File: config.mk
export PLATFORM = sky130hd
export DESIGN_NAME = ess_sequencer
export DESIGN_NICKNAME = d
export VERILOG_FILES = /design/src/verilog/ess_pkg.sv /design/src/verilog/ess_sequencer.sv
export SDC_FILE = /design/constraint.sdc
export NUM_CORES = 1
export LEC_CHECK = 0
export ABC_AREA = 0
export BUFFER_PORTS_ARGS = -buffer_cell sky130_fd_sc_hd__buf_2
export CAP_MARGIN = 20
export CORE_MARGIN = 3
export CORE_UTILIZATION = 55
export CTS_CLUSTER_SIZE = 25
export DETAILED_ROUTE_END_ITERATION = 16
export MAX_ROUTING_LAYER = met4
export PLACE_DENSITY = 0.76
export SYNTH_ARGS = -nofsm -noshare
export SYNTH_HDL_FRONTEND = slang
export SYNTH_SLANG_ARGS = --single-unit
File: constraint.sdc
create_clock -name clk -period 3.45 [get_ports clk]
set_input_delay 0.69 -clock clk [delete_from_list [all_inputs] [get_ports clk]]
set_output_delay 0.69 -clock clk [all_outputs]
set_load 0.01 [all_outputs]
File: src/verilog/ess_pkg.sv
// Purpose: Shared types and constants for the external subroutine sequencer
// Assumes: One 100 MHz clock, memory-side SRAM answers within one cycle
// Notes: Instruction word layout and opcodes are local to this block
package ess_pkg;

  // ----------------------------------------
  // Sizes
  // ----------------------------------------
  localparam int ESS_ADDR_W = 16;
  localparam int ESS_DATA_W = 32;
  localparam int ESS_CFG_W = 20;
  localparam int ESS_ENTRY_W = 5;
  localparam int ESS_OP_POS = 28;
  localparam int ESS_OP_W = 4;

  // ----------------------------------------
  // Configuration word
  // ----------------------------------------
  localparam logic [ESS_CFG_W-1:0] ESS_CFG_RESET = 20'hFFC28;
  localparam logic [ESS_CFG_W-1:0] ESS_CFG_ALL_PIPES = 20'hFFC08;
  localparam logic [ESS_CFG_W-1:0] ESS_CFG_PIPE_ONLY = 20'hFFC28;
  localparam int ESS_CFG_OUTREG_DIS_BIT = 5;
  localparam int ESS_CFG_PIPE_DIS_BIT = 4;

  // ----------------------------------------
  // Subroutine stack
  // ----------------------------------------
  localparam int ESS_STK_FLAG_BIT = 31;
  localparam logic [ESS_DATA_W-1:0] ESS_STK_RESET = 32'h0000_0000;
  localparam logic [ESS_ADDR_W-1:0] ESS_JUMP_TABLE_BASE = 16'h0000;
  localparam logic [ESS_ADDR_W-1:0] ESS_PC_STEP = 16'h0001;

  // ----------------------------------------
  // Types
  // ----------------------------------------
  typedef enum logic [2:0] {
    ESS_CMD_NONE,
    ESS_CMD_STORE_CODE,
    ESS_CMD_STORE_DATA,
    ESS_CMD_EXTERNAL_EXECUTE,
    ESS_CMD_WRITE_CONFIG
  } ess_cmd_type;

  typedef enum logic [ESS_OP_W-1:0] {
    ESS_OP_NOP = 4'h0,
    ESS_OP_JUMP = 4'h1,
    ESS_OP_JUMP_CC = 4'h2,
    ESS_OP_JUMP_NCC = 4'h3,
    ESS_OP_CALL = 4'h4,
    ESS_OP_RETURN = 4'h5,
    ESS_OP_LOAD_CONFIG = 4'h6,
    ESS_OP_CLEAR_STACK = 4'h7
  } ess_op_type;

  typedef enum {
    ESS_ST_IDLE,
    ESS_ST_WRITE,
    ESS_ST_FETCH,
    ESS_ST_EXEC,
    ESS_ST_DATA_READ
  } ess_state_type;

  typedef struct packed {
    logic valid;
    ess_cmd_type kind;
    logic [ESS_ADDR_W-1:0] addr;
    logic [ESS_DATA_W-1:0] data;
  } ess_host_cmd_type;

  typedef struct packed {
    logic [ESS_ADDR_W-1:0] addr;
    logic [ESS_DATA_W-1:0] wdata;
    logic data_oe;
    logic code_select_n;
    logic data_select_n;
    logic read_strobe_n;
    logic write_strobe_n;
  } ess_mem_type;

  localparam ess_mem_type ESS_MEM_IDLE = '{
    addr: 16'h0000, wdata: 32'h0000_0000, data_oe: 1'b0,
    code_select_n: 1'b1, data_select_n: 1'b1,
    read_strobe_n: 1'b1, write_strobe_n: 1'b1};

endpackage

File: src/verilog/ess_sequencer.sv
// Purpose: Memory-port sequencer that loads SRAM and runs external routines
// Assumes: Host commands arrive synchronous to clk; SRAM read data valid
//          one cycle after address and strobes are driven
// Notes: Floating-point datapath is outside this block
//
// Notes on behaviour
// - Works with or without external memory fitted
// - Control combinations separate code and data accesses
// - Host bus words written out to memory side
// - Two separate 64K-word spaces, code and data
// - Pins drive static memory with no glue
// - Condition input branches external code only
// - External code starts only on execute command
// - Jump table of 32 entries, entry n at 2n
// - Return with empty stack goes idle
// - Config word sets output and pipeline registers
`timescale 1ns/1ns
module ess_sequencer
  import ess_pkg::*;
(
  input wire logic clk,
  input wire logic rstn,
  input wire logic mode_select_input,
  input wire logic memory_fitted,
  input wire logic condition_code_input,
  input wire ess_host_cmd_type host_cmd,
  output logic host_ready,
  output logic routine_done,
  output logic routine_error,
  output logic executing,
  output logic output_register_disable,
  output logic pipeline_register_disable,
  output logic [ESS_ADDR_W-1:0] memory_side_address_bus,
  output logic [ESS_DATA_W-1:0] memory_side_data_bus_out,
  output logic memory_side_data_bus_oe,
  input wire logic [ESS_DATA_W-1:0] memory_side_data_bus_in,
  output logic code_select_n,
  output logic data_select_n,
  output logic read_strobe_n,
  output logic write_strobe_n
);

  // ----------------------------------------
  // State
  // ----------------------------------------
  typedef struct packed {
    ess_state_type st;
    logic [ESS_ADDR_W-1:0] pc;
    logic [ESS_DATA_W-1:0] instr;
    logic [ESS_DATA_W-1:0] stk0;
    logic [ESS_DATA_W-1:0] stk1;
    logic [ESS_CFG_W-1:0] cfg;
    ess_mem_type mem;
    logic ready;
    logic done;
    logic err;
    logic busy;
  } ess_seq_type;

  localparam ess_seq_type ESS_SEQ_RESET = '{
    st: ESS_ST_IDLE, pc: 16'h0000, instr: 32'h0000_0000,
    stk0: ESS_STK_RESET, stk1: ESS_STK_RESET, cfg: ESS_CFG_RESET,
    mem: ESS_MEM_IDLE, ready: 1'b0, done: 1'b0, err: 1'b0, busy: 1'b0};

  ess_seq_type s;
  ess_seq_type next_s;

  // ----------------------------------------
  // Next state
  // ----------------------------------------
  always_comb
  begin
    logic accept;
    ess_op_type op;
    logic [ESS_ADDR_W-1:0] target;
    logic [ESS_ADDR_W-1:0] pc_inc;
    logic take;
    accept = 1'b0;
    op = ess_op_type'(s.instr[ESS_OP_POS +: ESS_OP_W]);
    target = s.instr[ESS_ADDR_W-1:0];
    pc_inc = s.pc + ESS_PC_STEP;
    take = 1'b0;
    next_s = s;
    next_s.done = 1'b0;
    next_s.err = 1'b0;
    next_s.mem = ESS_MEM_IDLE;
    // Host-independent strap blocks all coprocessor commands
    accept = s.ready && host_cmd.valid && !mode_select_input;
    case (s.st)
      ESS_ST_IDLE:
      begin
        if (accept)
        begin
          case (host_cmd.kind)
            ESS_CMD_STORE_CODE, ESS_CMD_STORE_DATA:
            begin
              // Without memory the store is dropped, nothing else changes
              if (memory_fitted)
              begin
                // Host bus word passed straight to the memory side
                next_s.mem.addr = host_cmd.addr;
                next_s.mem.wdata = host_cmd.data;
                next_s.mem.data_oe = 1'b1;
                next_s.mem.write_strobe_n = 1'b0;
                next_s.mem.code_select_n = (host_cmd.kind != ESS_CMD_STORE_CODE);
                next_s.mem.data_select_n = (host_cmd.kind != ESS_CMD_STORE_DATA);
                next_s.st = ESS_ST_WRITE;
              end
            end
            ESS_CMD_EXTERNAL_EXECUTE:
            begin
              if (memory_fitted)
              begin
                // Dispatch through the jump table, two slots per entry
                next_s.pc = ESS_JUMP_TABLE_BASE
                  + {10'h000, host_cmd.data[ESS_ENTRY_W-1:0], 1'b0};
                next_s.mem.addr = next_s.pc;
                next_s.mem.code_select_n = 1'b0;
                next_s.mem.read_strobe_n = 1'b0;
                next_s.busy = 1'b1;
                next_s.st = ESS_ST_FETCH;
              end
              else
              begin
                // No code space: refuse and report, stay usable
                next_s.err = 1'b1;
              end
            end
            ESS_CMD_WRITE_CONFIG:
            begin
              next_s.cfg = host_cmd.data[ESS_CFG_W-1:0];
            end
            default:
            begin
              next_s.cfg = s.cfg;
            end
          endcase
        end
      end
      ESS_ST_WRITE:
      begin
        next_s.st = ESS_ST_IDLE;
      end
      ESS_ST_FETCH:
      begin
        // Asynchronous SRAM read data is settled by now
        next_s.instr = memory_side_data_bus_in;
        next_s.st = ESS_ST_EXEC;
      end
      ESS_ST_EXEC:
      begin
        next_s.pc = pc_inc;
        next_s.st = ESS_ST_FETCH;
        case (op)
          ESS_OP_NOP:
          begin
            take = 1'b0;
          end
          ESS_OP_JUMP:
          begin
            next_s.pc = target;
          end
          ESS_OP_JUMP_CC, ESS_OP_JUMP_NCC:
          begin
            // Only external instructions ever look at the condition input
            take = (op == ESS_OP_JUMP_CC) ? condition_code_input : !condition_code_input;
            if (take)
            begin
              next_s.pc = target;
            end
          end
          ESS_OP_CALL:
          begin
            // Two-entry stack; a third nested call is an error
            if (!s.stk0[ESS_STK_FLAG_BIT])
            begin
              next_s.stk0 = {1'b1, 15'h0000, pc_inc};
              next_s.pc = target;
            end
            else if (!s.stk1[ESS_STK_FLAG_BIT])
            begin
              next_s.stk1 = {1'b1, 15'h0000, pc_inc};
              next_s.pc = target;
            end
            else
            begin
              next_s.err = 1'b1;
              next_s.busy = 1'b0;
              next_s.st = ESS_ST_IDLE;
            end
          end
          ESS_OP_RETURN:
          begin
            if (s.stk1[ESS_STK_FLAG_BIT])
            begin
              next_s.pc = s.stk1[ESS_ADDR_W-1:0];
              next_s.stk1[ESS_STK_FLAG_BIT] = 1'b0;
            end
            else if (s.stk0[ESS_STK_FLAG_BIT])
            begin
              next_s.pc = s.stk0[ESS_ADDR_W-1:0];
              next_s.stk0[ESS_STK_FLAG_BIT] = 1'b0;
            end
            else
            begin
              // Final return: stack must already be empty
              next_s.done = 1'b1;
              next_s.busy = 1'b0;
              next_s.st = ESS_ST_IDLE;
            end
          end
          ESS_OP_LOAD_CONFIG:
          begin
            // Config word lives in data space, read before fetching on
            next_s.mem.addr = target;
            next_s.mem.data_select_n = 1'b0;
            next_s.mem.read_strobe_n = 1'b0;
            next_s.st = ESS_ST_DATA_READ;
          end
          ESS_OP_CLEAR_STACK:
          begin
            // Software way to empty the stack before the final return
            next_s.stk0[ESS_STK_FLAG_BIT] = 1'b0;
            next_s.stk1[ESS_STK_FLAG_BIT] = 1'b0;
          end
          default:
          begin
            // Unknown opcode aborts the routine rather than run wild
            next_s.err = 1'b1;
            next_s.busy = 1'b0;
            next_s.st = ESS_ST_IDLE;
          end
        endcase
        if (next_s.st == ESS_ST_FETCH)
        begin
          next_s.mem.addr = next_s.pc;
          next_s.mem.code_select_n = 1'b0;
          next_s.mem.read_strobe_n = 1'b0;
        end
      end
      ESS_ST_DATA_READ:
      begin
        next_s.cfg = memory_side_data_bus_in[ESS_CFG_W-1:0];
        next_s.mem.addr = s.pc;
        next_s.mem.code_select_n = 1'b0;
        next_s.mem.read_strobe_n = 1'b0;
        next_s.st = ESS_ST_FETCH;
      end
      default:
      begin
        next_s = ESS_SEQ_RESET;
      end
    endcase
    next_s.ready = (next_s.st == ESS_ST_IDLE) && !mode_select_input;
  end

  always_ff @(posedge clk or negedge rstn)
  begin
    if (!rstn)
    begin
      s <= ESS_SEQ_RESET;
    end
    else
    begin
      s <= next_s;
    end
  end

  // ----------------------------------------
  // Outputs
  // ----------------------------------------
  assign host_ready = s.ready;
  assign routine_done = s.done;
  assign routine_error = s.err;
  assign executing = s.busy;
  // 0xFFC08 clears both bits, 0xFFC28 sets only the output one
  assign output_register_disable = s.cfg[ESS_CFG_OUTREG_DIS_BIT];
  assign pipeline_register_disable = s.cfg[ESS_CFG_PIPE_DIS_BIT];
  assign memory_side_address_bus = s.mem.addr;
  assign memory_side_data_bus_out = s.mem.wdata;
  assign memory_side_data_bus_oe = s.mem.data_oe;
  assign code_select_n = s.mem.code_select_n;
  assign data_select_n = s.mem.data_select_n;
  assign read_strobe_n = s.mem.read_strobe_n;
  assign write_strobe_n = s.mem.write_strobe_n;

endmodule
==> results by group, run 1 <==
Status
  – Status: completed

Clock network
  – CTS Hold Bufs: 0
  – CTS tree: built
  – Root buf cell: clkbuf_16
  – Post-CTS setup buffers: 0
  – Cts bufs inserted: 17
  – Post-cts sizing count: 0
  – Clk sink count: approximately 160
  – Worst-path clk slew: approximately 0.06 ns
  – Clock latency at the later pin of the worst-skew pair: between 0.4 and 0.5 ns
  – H-tree levels: 4
  – Clock buffer depth: 2

GRT
  – Gr busiest metal: met2
  – Largest net degree at the start of global routing: 69
  – GRT Util Overall: 26.0%
  – Vias in the first global route: ~5800
  – GR Util met2: roughly 40%
  – Antenna violations before repair: 0
  – Met3 GRT Util: around 5.5%
  – Remaining Overflow, GRT: 0
  – Met1 Use GR: 33.3%
  – First-pass GRT wire length: a little under 30 mm

Cells and area
  – Fill count: 1022
  – ANT cells: 0
  – Post-route insts no fill: slightly below 1000
  – Layout cells sized above 1: 29.6%
  – Nets: roughly 900
  – Final core utilization: about two thirds
  – Layout area overhead: 15.7%

Synthesis
  – #FFs+latches synth: approximately 160
  – Mean Syn Cell Area: ~11 sq um
  – Area share of the largest cell type after synthesis: 51.6%
  – Ranking of synthesized cells by area: dfrtp_1 52%, mux2_2 5.7%, buf_4 4.8%
  – Commonest cells post-synth: 156 x dfrtp_1, 50 x nor2_1, 48 x buf_4, 43 x and2_1
  – Prevailing post-synth register cell: dfrtp_1
  – Sequential share of the synthesized area: roughly 53%
  – Post-Synthesis Cells: just under 700
  – Yosys warning count: 0
  – Count leader, synth: dfrtp_1
  – Yosys top cell by area: dfrtp_1
  – Post-synth EDFFs: 0
  – Cell area after synthesis: 7570 sq um
  – FFs w/ async S/R, synth: between 90% and 100%
  – Cell variety after synth: 68

Power and ir drop
  – Flop pwr share: between 40 and 50%
  – Max VDD drop: about 0.33 mV
  – Internal: 3.03 mW
  – Clock power share: a little under half
  – Pleak: around 4.2 nW
  – P_sw: ~0.86 mW
  – Tot Pwr: around 4 mW
  – Combinational Power Share: 3.1%
  – Sw Share: 22.1%
  – Cell Pwr Density: ~440 nW/um^2

Drt
  – Residual DRC: 0
  – Avg WL per Cell: 19.4 microns
  – First-pass DRT Iterations: 9
  – DR iter-0 viols: 612
  – Final ANT Viol Nets: 0
  – Vias per cell: about 6
  – Total Wirelength: approximately 19 mm
  – DR vias: approximately 6000

Placement
  – HPWL after DPL: ~13 mm
  – PortBufs: approximately 140
  – GPL Wtd Cong: 0.936
  – Dpl cells: ~950

Flow run
  – Max-Cap Viols: 0

Worst setup path
  – Crit. Startpoint: s[208]
  – CP Capture Point: memory_side_address_bus[3]
  – CP max FO: 22
  – Crit path DAT: about 3.1 ns
  – Launching point of the worst reg2reg path: s[208]
  – Setup CP Type: reg2reg
  – Critical Path RT: approximately 3.7 ns
  – Worst setup SP type: register
  – R2R Path End: memory_side_address_bus[3]
  – FF-to-FF path depth: 7
  – Worst setup EP type: register
  – Reg2Reg Setup Slack: between 0.6 and 0.7 ns

Timing
  – Skew final: between 0.006 and 0.007 ns
  – RSZ-0062 raised after global routing: no
  – Crit share post-route: about 82%
  – Maximum clock frequency: approximately 350 MHz
  – Post-route minimum period: between 2 and 3 ns
  – Worst Tran Pin Value: 0.921 ns
  – Fin. Hold Viols: 0
  – Max Slew Vio Count: 0
  – Setup tns final: 0 ns
  – Final Setup Violations: 0
  – Worst relative slew slack: 38.5%

Floorplan
  – Die height: 123 microns
  – I/O pin cnt: roughly 150
  – Number of cell rows: 42
  – Chip width: roughly 120 microns
  – Initial Util: between 50% and 60%
  – Core Region: 13300 sq um
  – Die Footprint: 15200 sq um

Hold path
  – Worst hold path class: in2async
[sequential cells by signal, summed over array words and instances (netlist names)]
name	flops
memory_side_data_bus_out	32
pipeline_register_disable	1
executing	1
output_register_disable	1
memory_side_data_bus_oe	1
write_strobe_n	1
code_select_n	1
s	102
memory_side_address_bus	16
routine_error	1
host_ready	1
data_select_n	1
routine_done	1
read_strobe_n	1
[stage by stage]
stage          cell area, sq um  setup WS [ns]  hold WS, ns
6_report                   8760          0.614        0.244
5_1_grt                    8760          0.459        0.296
4_1_cts                    8760          0.622        0.269
3_5_place_dp               8170          0.654        0.490
3_3_place_gp               8170          0.768        0.481
2_1_floorplan              7680           1.17        0.394
[routing by layer]
layer,vias to the layer above,part of all wire [%]
li1,2632,-
met5,-,0
met1,2865,40
met4,0,2.7
met3,49,9.8
met2,345,47
[worst min path at each step]
stage	from	endpoint	slack, ns	depth (start not counted)
after global routing	rstn	memory_side_data_bus_out[12]	0.30	1
after CTS	rstn	memory_side_data_bus_out[12]	0.27	1
after floorplan	rstn	executing	0.39	0
final	rstn	memory_side_data_bus_out[12]	0.24	1
after detailed placement	s[118]	s[118]	0.49	1
after global placement	s[118]	s[118]	0.48	1
[cell families (layout without fill, tap and decap cells)]
group | count (synthesis) | count (layout) | share of synthesized area (%)
AND/OR/NAND/NOR | 207 | 207 | 14.6
AO/OA/AOI/OAI | 162 | 162 | 16.8
flip-flops | 161 | 161 | 53.3
buffers and inverters | 100 | 190 | 7.65
multiplexers | 41 | 41 | 6.05
XOR/XNOR | 12 | 12 | 1.39
adder cells (fa/ha/maj) | 1 | 1 | 0.165
other | 1 | 29 | 0.0495
[critical path, stage by stage (launching register included)]
cell     delay (ns)
dfrtp_1        0.36
nor4_1         0.41
nand4_1        0.16
buf_4          0.26
nor3_2         0.18
buf_4          0.19
nand2_1        0.55
o32ai_1        0.58
[cells in the final DEF (no fill, tap or decap), drive strengths merged, types with 7 or more instances in the layout]
cell,count
a22oi,24
nor2,50
a221o,14
nand3,13
nor4,13
nand2b,7
inv,12
conb,29
buf,151
clkbuf,17
xnor2,7
nand4,8
o21ai,15
a21oi,16
a22o,36
dfrtp,156
nor3,8
nand2,38
nor2b,8
and2,43
o22ai,12
mux2,38
[final cells by class]
cell class / instances / area [sq um] / share of cell area, %
Sequential cell: 161 / 4040 / 46.1
Multi-Input combinational cell: 452 / 3070 / 35.1
Timing Repair Buffer: 151 / 815 / 9.30
Clock buffer: 17 / 425 / 4.86
Tap cell: 176 / 220 / 2.52
Clock inverter: 14 / 158 / 1.80
Inverter: 8 / 30.0 / 0.343
[power by group through the flow]
| stage | logic (mW) | registers, mW | clock network [mW] |
|---|---|---|---|
| after global routing | 0.137 | 1.91 | 1.95 |
| after floorplan | 0.0251 | 1.95 | 0 |
| after detailed placement | 0.121 | 1.95 | 0 |
| after global placement | 0.117 | 1.94 | 0 |
| final | 0.121 | 1.91 | 1.85 |
| after CTS | 0.123 | 1.91 | 1.87 |
Note: power is estimated with default switching activity, not from simulation.
==> run 2, diff against run 1 <==
--- a/config.mk
+++ b/config.mk
@@ -9,11 +9,11 @@
 export BUFFER_PORTS_ARGS = -buffer_cell sky130_fd_sc_hd__buf_2
 export CAP_MARGIN = 20
 export CORE_MARGIN = 3
-export CORE_UTILIZATION = 55
+export CORE_UTILIZATION = 50
 export CTS_CLUSTER_SIZE = 25
 export DETAILED_ROUTE_END_ITERATION = 16
 export MAX_ROUTING_LAYER = met4
-export PLACE_DENSITY = 0.76
+export PLACE_DENSITY = 0.72
 export SYNTH_ARGS = -nofsm -noshare
 export SYNTH_HDL_FRONTEND = slang
 export SYNTH_SLANG_ARGS = --single-unit
==> constraint.sdc (replaced) <==
create_clock -name clk -period 2.4 [get_ports clk]
set_input_delay 0.48 -clock clk [delete_from_list [all_inputs] [get_ports clk]]
set_output_delay 0.48 -clock clk [all_outputs]
set_load 0.01 [all_outputs]
==> run 2 against run 1 <==
Effect of this change: clock skew up 0.0029 ns; sequential cell count stayed put; global-route usage decreased by 0.95 points; critical path type unchanged; largest power group unchanged; highest routed layer unchanged.
==> results by group, run 2 (same netlist as run 1, synthesis figures left out) <==
Worst setup path
  – R2R Path End: memory_side_address_bus[5]
  – Setup CP Type: reg2reg
  – CP max FO: 12 (-45%)
  – Crit path DAT: 2.59 ns (-0.53 ns)
  – Slowest stage cell, crit path: dfrtp_1
  – FF-to-FF path depth: 6 (-1)
  – Slowest stage delay, CP: 0.55 ns (-0.03 ns)
  – Worst setup EP type: register
  – Worst setup SP type: register
  – Reg2Reg Setup Slack: 0.1 ns (-0.52 ns)
  – Critical Path RT: 2.69 ns (-1.05 ns)
  – Launching point of the worst reg2reg path: s[170]
  – Crit-path cells: and4bb_2 > a221oi_1 > or3b_2 > a221o_1 > a22oi_1 > o22ai_1

Cells and area
  – Nets: 917 (+4.1%)
  – Layout cells sized above 1: 33.3% (+3.7 points)
  – Max reg flops: 102 (unchanged)
  – Most frequent cells in the layout: 156 x dfrtp_1, 134 x buf_2, 49 x nor2_1
  – Post-route insts no fill: 1022 (+4.4%)
  – Fill count: 1195 (+17%)
  – Register Area: 4040 sq um (unchanged)
  – Largest Register: s
  – Final core utilization: 61.9% (-3.7 points)
  – ANT cells: 0 (unchanged)
  – Area of the multi-input gates: 3110 sq um (+1.2%)
  – Layout area overhead: 20.2%
  – Commonest non-fill, non-tap cell in the layout: dfrtp_1

Timing
  – Skew final: 0.00936 ns (+0.00292 ns)
  – Max Slew Vio Count: 0 (unchanged)
  – RSZ-0062 raised after global routing: no
  – Final worst slack: 0.0956 ns (-0.519 ns)
  – Fin. Hold Viols: 0 (unchanged)
  – Post-route minimum period: 2.30 ns (-0.531 ns)
  – Worst relative slew slack: 41.6% (+3.2 points)
  – Worst Tran Pin Value: 0.875 ns (-0.0454 ns)
  – Crit share post-route: 96.0% (+14 points)
  – Setup tns final: 0 ns (unchanged)
  – Final Setup Violations: 0 (unchanged)
  – Maximum clock frequency: 434 MHz (+23%)

Clock network
  – CTS Hold Bufs: 0 (unchanged)
  – Clk sink count: 161 (unchanged)
  – Root buf cell: clkbuf_16
  – Cts bufs inserted: 17 (unchanged)
  – Worst-path clk slew: 0.07 ns (about the same)
  – Clock buffer depth: 2 (unchanged)
  – H-tree levels: 4 (unchanged)
  – Clock latency at the later pin of the worst-skew pair: 0.43 ns (about the same)
  – CTS tree: built

Floorplan
  – Number of cell rows: 44 (+4.8%)
  – Chip width: 129 microns (+4.6%)
  – Core Region: 14700 sq um (+10%)
  – I/O pin cnt: 148 (unchanged)
  – Initial Util: 51.5% (-5.2 points)
  – Die height: 129 microns (+4.6%)
  – Die Footprint: 16700 sq um (+9.5%)

GRT
  – Vias in the first global route: 5813 (-0.38%)
  – GRT Util Overall: 25.0% (-0.95 points)
  – First-pass GRT wire length: 31.1 mm (+5.5%)
  – Remaining Overflow, GRT: 0 (unchanged)
  – Antenna violations before repair: 0 (unchanged)
  – Largest net degree at the start of global routing: 60 (-13%)

Placement
  – Dpl cells: 991 (+4.5%)
  – PortBufs: 135 (unchanged)
  – GPL Wtd Cong: 0.963 (+2.9%)
  – HPWL after DPL: 14.5 mm (+10%)
  – Pre-CTS setup slack: 0.0300 ns (-0.624 ns)

Drt
  – Avg WL per Cell: 19.5 microns (+0.38%)
  – Residual DRC: 0 (unchanged)
  – First-pass DRT Iterations: 5 (-4)
  – Total Wirelength: 19.9 mm (+4.8%)
  – Vias per cell: 5.79 (-3.8%)
  – DR vias: 5917 (+0.44%)
  – DR iter-0 viols: 603 (-1.5%)
  – Final ANT Viol Nets: 0 (unchanged)

Power and ir drop
  – Pleak: 4.38 nW (+4.7%)
  – Internal: 4.14 mW (+37%)
  – Clock power share: 45.6% (-2.1 points)
  – Flop pwr share: 51.0% (+1.8 points)
  – P_sw: 1.24 mW (+45%)
  – Max VDD drop: 0.530 mV (+61%)
  – Combinational Power Share: 3.4% (+0.3 points)
  – Sw Share: 23.1% (+1.0 points)
  – Cell Pwr Density: 592 nW/um^2 (+33%)

Hold path
  – Worst hold path class: in2async

Status
  – Status: completed

Flow run
  – Max-Cap Viols: 0 (unchanged)
## run 2: per-stage QoR
stage,cell area [sq um],power (mW),hold slack [ns]
after floorplan,7680,2.83,0.184
after global placement,8520,2.97,0.482
after detailed placement,8520,2.98,0.487
after CTS,9070,5.44,0.0408
after global routing,9100,5.58,0.0675
final,9100,5.39,0.0352
## run 2: routing by layer
layer	vias up	share of wire [%]	track usage (%)
met4	0	1.8	7.23
met2	298	47	38.7
met1	2885	43	33.1
li1	2705	-	-
met5	-	0	-
met3	29	8.4	6.06
## run 2: power groups by stage
| stage | clock [mW] | combinational [mW] | sequential, mW |
|---|---|---|---|
| 4_1_cts | 2.51 | 0.184 | 2.75 |
| 5_1_grt | 2.63 | 0.206 | 2.75 |
| 3_3_place_gp | 0 | 0.176 | 2.80 |
| 6_report | 2.46 | 0.182 | 2.75 |
| 2_1_floorplan | 0 | 0.0360 | 2.80 |
| 3_5_place_dp | 0 | 0.182 | 2.80 |
## run 2: worst max path at each step
stage                     cells after the start    from                    endpoint  slack, ns
after floorplan                               8  s[204]                       s[83]       0.24
after global placement                        7  s[199]                      s[120]       0.05
after detailed placement                      6  s[192]  memory_side_address_bus[0]       0.03
after CTS                                     6  s[212]  memory_side_address_bus[0]       0.06
after global routing                          6  s[192]  memory_side_address_bus[0]      0.007
final                                         6  s[170]  memory_side_address_bus[5]        0.1
## run 2: cell type report
cell class	count	area share, %
Inverter	8	0.330
Tap cell	184	2.53
Sequential cell	161	44.4
Timing Repair Buffer	187	12.7
Clock inverter	13	1.18
Clock buffer	17	4.68
Multi-Input combinational cell	452	34.2
## run 2: what timing repair did
item	CTS	global route
cloned	0	0
endpoints found under the setup margin	4	50
buffers inserted	0	1
pin swaps	0	1
endpoints found under the hold margin	0	0
resized for setup	3	4
## run 2: worst max-delay path: cells and delay by family, from the launching register on
family / cells / cell delay, ns
flops: 1 / 0.55
compound gates: 4 / 0.85
simple gates: 2 / 0.77
==> run 3, diff against run 2 <==
--- a/config.mk
+++ b/config.mk
@@ -9,11 +9,11 @@
 export BUFFER_PORTS_ARGS = -buffer_cell sky130_fd_sc_hd__buf_2
 export CAP_MARGIN = 20
 export CORE_MARGIN = 3
-export CORE_UTILIZATION = 50
+export CORE_UTILIZATION = 40
 export CTS_CLUSTER_SIZE = 25
 export DETAILED_ROUTE_END_ITERATION = 16
 export MAX_ROUTING_LAYER = met4
-export PLACE_DENSITY = 0.72
+export PLACE_DENSITY = 0.59
 export SYNTH_ARGS = -nofsm -noshare
 export SYNTH_HDL_FRONTEND = slang
 export SYNTH_SLANG_ARGS = --single-unit
==> run 3 against run 2 <==
Effect of this change: the run now ends with negative hold slack left; clock power grew 14%; maximum frequency down 0.82%; power rose by 6.5%; worst hold slack lost 0.044 ns; via count grew 0.66%; first-iteration DRC count fell by 3.8%; utilization shrank 12 points; critical path depth unchanged; final area up 1.1%; die area increased by 24%; sequential share of layout area is 0.48 points lower; global-route usage shrank 4.4 points; largest power group is now the clock network.
==> results by group, run 3 (same netlist as run 1, synthesis figures left out) <==
Clock network
  – H-tree levels: 4 (unchanged)
  – Clock buffer depth: 2 (unchanged)
  – Cts bufs inserted: 17 (unchanged)
  – CTS Hold Bufs: 0 (unchanged)
  – Clk sink count: 161 (unchanged)
  – CTS tree: built
  – Worst-path clk slew: 0.07 ns (about the same)
  – Clock latency at the later pin of the worst-skew pair: 0.43 ns (about the same)
  – Root buf cell: clkbuf_16

Drt
  – Final ANT Viol Nets: 0 (unchanged)
  – Vias per cell: 5.59 (-3.4%)
  – First-pass DRT Iterations: 6 (+1)
  – Residual DRC: 0 (unchanged)
  – DR vias: 5956 (+0.66%)
  – Total Wirelength: 20.6 mm (+3.4%)
  – Avg WL per Cell: 19.3 microns (-0.76%)
  – DR iter-0 viols: 580 (-3.8%)

Power and ir drop
  – Pleak: 4.39 nW (+0.28%)
  – Tot Pwr: 5.74 mW (+6.5%)
  – Cell Pwr Density: 624 nW/um^2 (+5.4%)
  – Max VDD drop: 0.343 mV (-35%)
  – Combinational Power Share: 3.1% (-0.3 points)
  – Clock power share: 49.0% (+3.4 points)
  – Internal: 4.49 mW (+8.5%)
  – P_sw: 1.25 mW (about the same)
  – Sw Share: 21.7% (-1.4 points)
  – Flop pwr share: 47.9% (-3.1 points)

Timing
  – Final Setup Violations: 0 (unchanged)
  – Final worst slack: 0.0766 ns (-0.0190 ns)
  – Skew final: 0.00855 ns (-0.000814 ns)
  – Hold WS: -0.00918 ns (-0.0444 ns)
  – Post-route minimum period: 2.32 ns (+0.0190 ns)
  – Setup tns final: 0 ns (unchanged)
  – Crit share post-route: 96.8% (+0.79 points)
  – Maximum clock frequency: 430 MHz (-0.82%)
  – Max Slew Vio Count: 0 (unchanged)
  – Worst relative slew slack: 60.7% (+19 points)
  – Fin. Hold Viols: 3 (+3)
  – Worst Tran Pin Value: 0.587 ns (-0.288 ns)

Cells and area
  – Commonest non-fill, non-tap cell in the layout: dfrtp_1
  – Nets: 914 (-0.33%)
  – Max reg flops: 102 (unchanged)
  – Largest Register: s
  – Most frequent cells in the layout: 156 x dfrtp_1, 134 x buf_2, 50 x nor2_1
  – ANT cells: 0 (unchanged)
  – Layout area overhead: 21.5%
  – Fill count: 1603 (+34%)
  – Layout cells sized above 1: 32.8% (-0.52 points)

Worst setup path
  – Setup CP Type: reg2reg
  – Crit path DAT: 2.63 ns (+0.04 ns)
  – CP max FO: 6 (-6)
  – Worst setup EP type: register
  – Critical Path RT: 2.71 ns (+0.02 ns)
  – Worst setup SP type: register

Placement
  – Pre-CTS setup slack: -0.0200 ns (-0.0500 ns)
  – GPL Wtd Cong: 0.968 (+0.45%)
  – HPWL after DPL: 14.9 mm (+2.7%)
  – PortBufs: 135 (unchanged)

Floorplan
  – Core Region: 18300 sq um (+24%)
  – Die height: 144 microns (+11%)
  – I/O pin cnt: 148 (unchanged)
  – Chip width: 144 microns (+11%)
  – Number of cell rows: 49 (+11%)
  – Initial Util: 41.4% (-10 points)
  – Die Footprint: 20600 sq um (+24%)

GRT
  – GRT Util Overall: 20.6% (-4.4 points)
  – Remaining Overflow, GRT: 0 (unchanged)
  – First-pass GRT wire length: 32.3 mm (+3.9%)
  – Antenna violations before repair: 0 (unchanged)
  – Vias in the first global route: 6038 (+3.9%)
  – Largest net degree at the start of global routing: 59 (-1.7%)

Flow run
  – Max-Cap Viols: 0 (unchanged)

Hold path
  – Worst hold path class: in2async

Status
  – Violated checks: negative hold slack
  – Status: finished, violations left
-- run 3: area by class of cell --
cell class                      instances  area, sq um  share of cell area [%]
Clock buffer                           18          439                    4.77
Clock inverter                         13          176                    1.92
Inverter                                8         30.0                   0.326
Multi-Input combinational cell        452         3100                    33.7
Sequential cell                       161         4040                    43.9
Tap cell                              229          287                    3.12
Timing Repair Buffer                  184         1130                    12.3
-- run 3: through the flow --
stage / cells / util [%] / hold slack, ns / instance area, sq um
floorplan: 713 / - / 0.184 / 7680
global placement: 1033 / 46.8 / 0.456 / 8540
detailed placement: 1033 / 46.8 / 0.471 / 8540
CTS: 1064 / 50.1 / 0.0145 / 9160
global route: 1065 / 50.3 / 0.0115 / 9200
finish: 1065 / 50.3 / -0.00918 / 9200
-- run 3: path summary, 6_finish.rpt --
kind                                   startpoint                          end  slack, ns  cells after the start
worst min-delay path                         rstn  memory_side_data_bus_out[8]     -0.009                      1
worst max register to register             s[180]  memory_side_address_bus[15]       0.08                      6
max in group asynchronous                    rstn               write_strobe_n       1.62                      2
min in group clk                mode_select_input                   host_ready       0.24                      2
worst max-delay path                       s[180]  memory_side_address_bus[15]       0.08                      6
worst min register to register             s[118]                       s[118]       0.51                      1
-- run 3: power by group through the flow --
stage / Clock [mW] / Sequential, mW / Combinational (mW)
after floorplan: 0 / 2.80 / 0.0360
after global placement: 0 / 2.80 / 0.175
after detailed placement: 0 / 2.80 / 0.180
after CTS: 2.87 / 2.75 / 0.182
after global routing: 3.00 / 2.75 / 0.204
final: 2.81 / 2.75 / 0.179
-- run 3: worst max-delay path, stage by stage, from the launching register on --
cell      delay, ns
dfrtp_1        0.45
nand3_1        0.23
or4_4          0.58
nor2_1         0.21
xnor2_1        0.21
o221ai_1       0.19
a221o_1        0.34
-- run 3: layer usage --
| metal | up-vias | global-route usage (%) | share of wire, % | wire, microns |
|---|---|---|---|---|
| met4 | 0 | 6.19 | 1.9 | 401 |
| met3 | 32 | 4.36 | 6.2 | 1280 |
| li1 | 2702 | - | - | - |
| met2 | 266 | 32.9 | 48 | 9870 |
| met5 | - | - | 0 | 0 |
| met1 | 2956 | 26.6 | 44 | 9030 |
-- run 3: timing repair --
action,4_1_cts,5_1_grt
buffers inserted,0,1
resized for setup,0,6
setup endpoints to repair,0,90
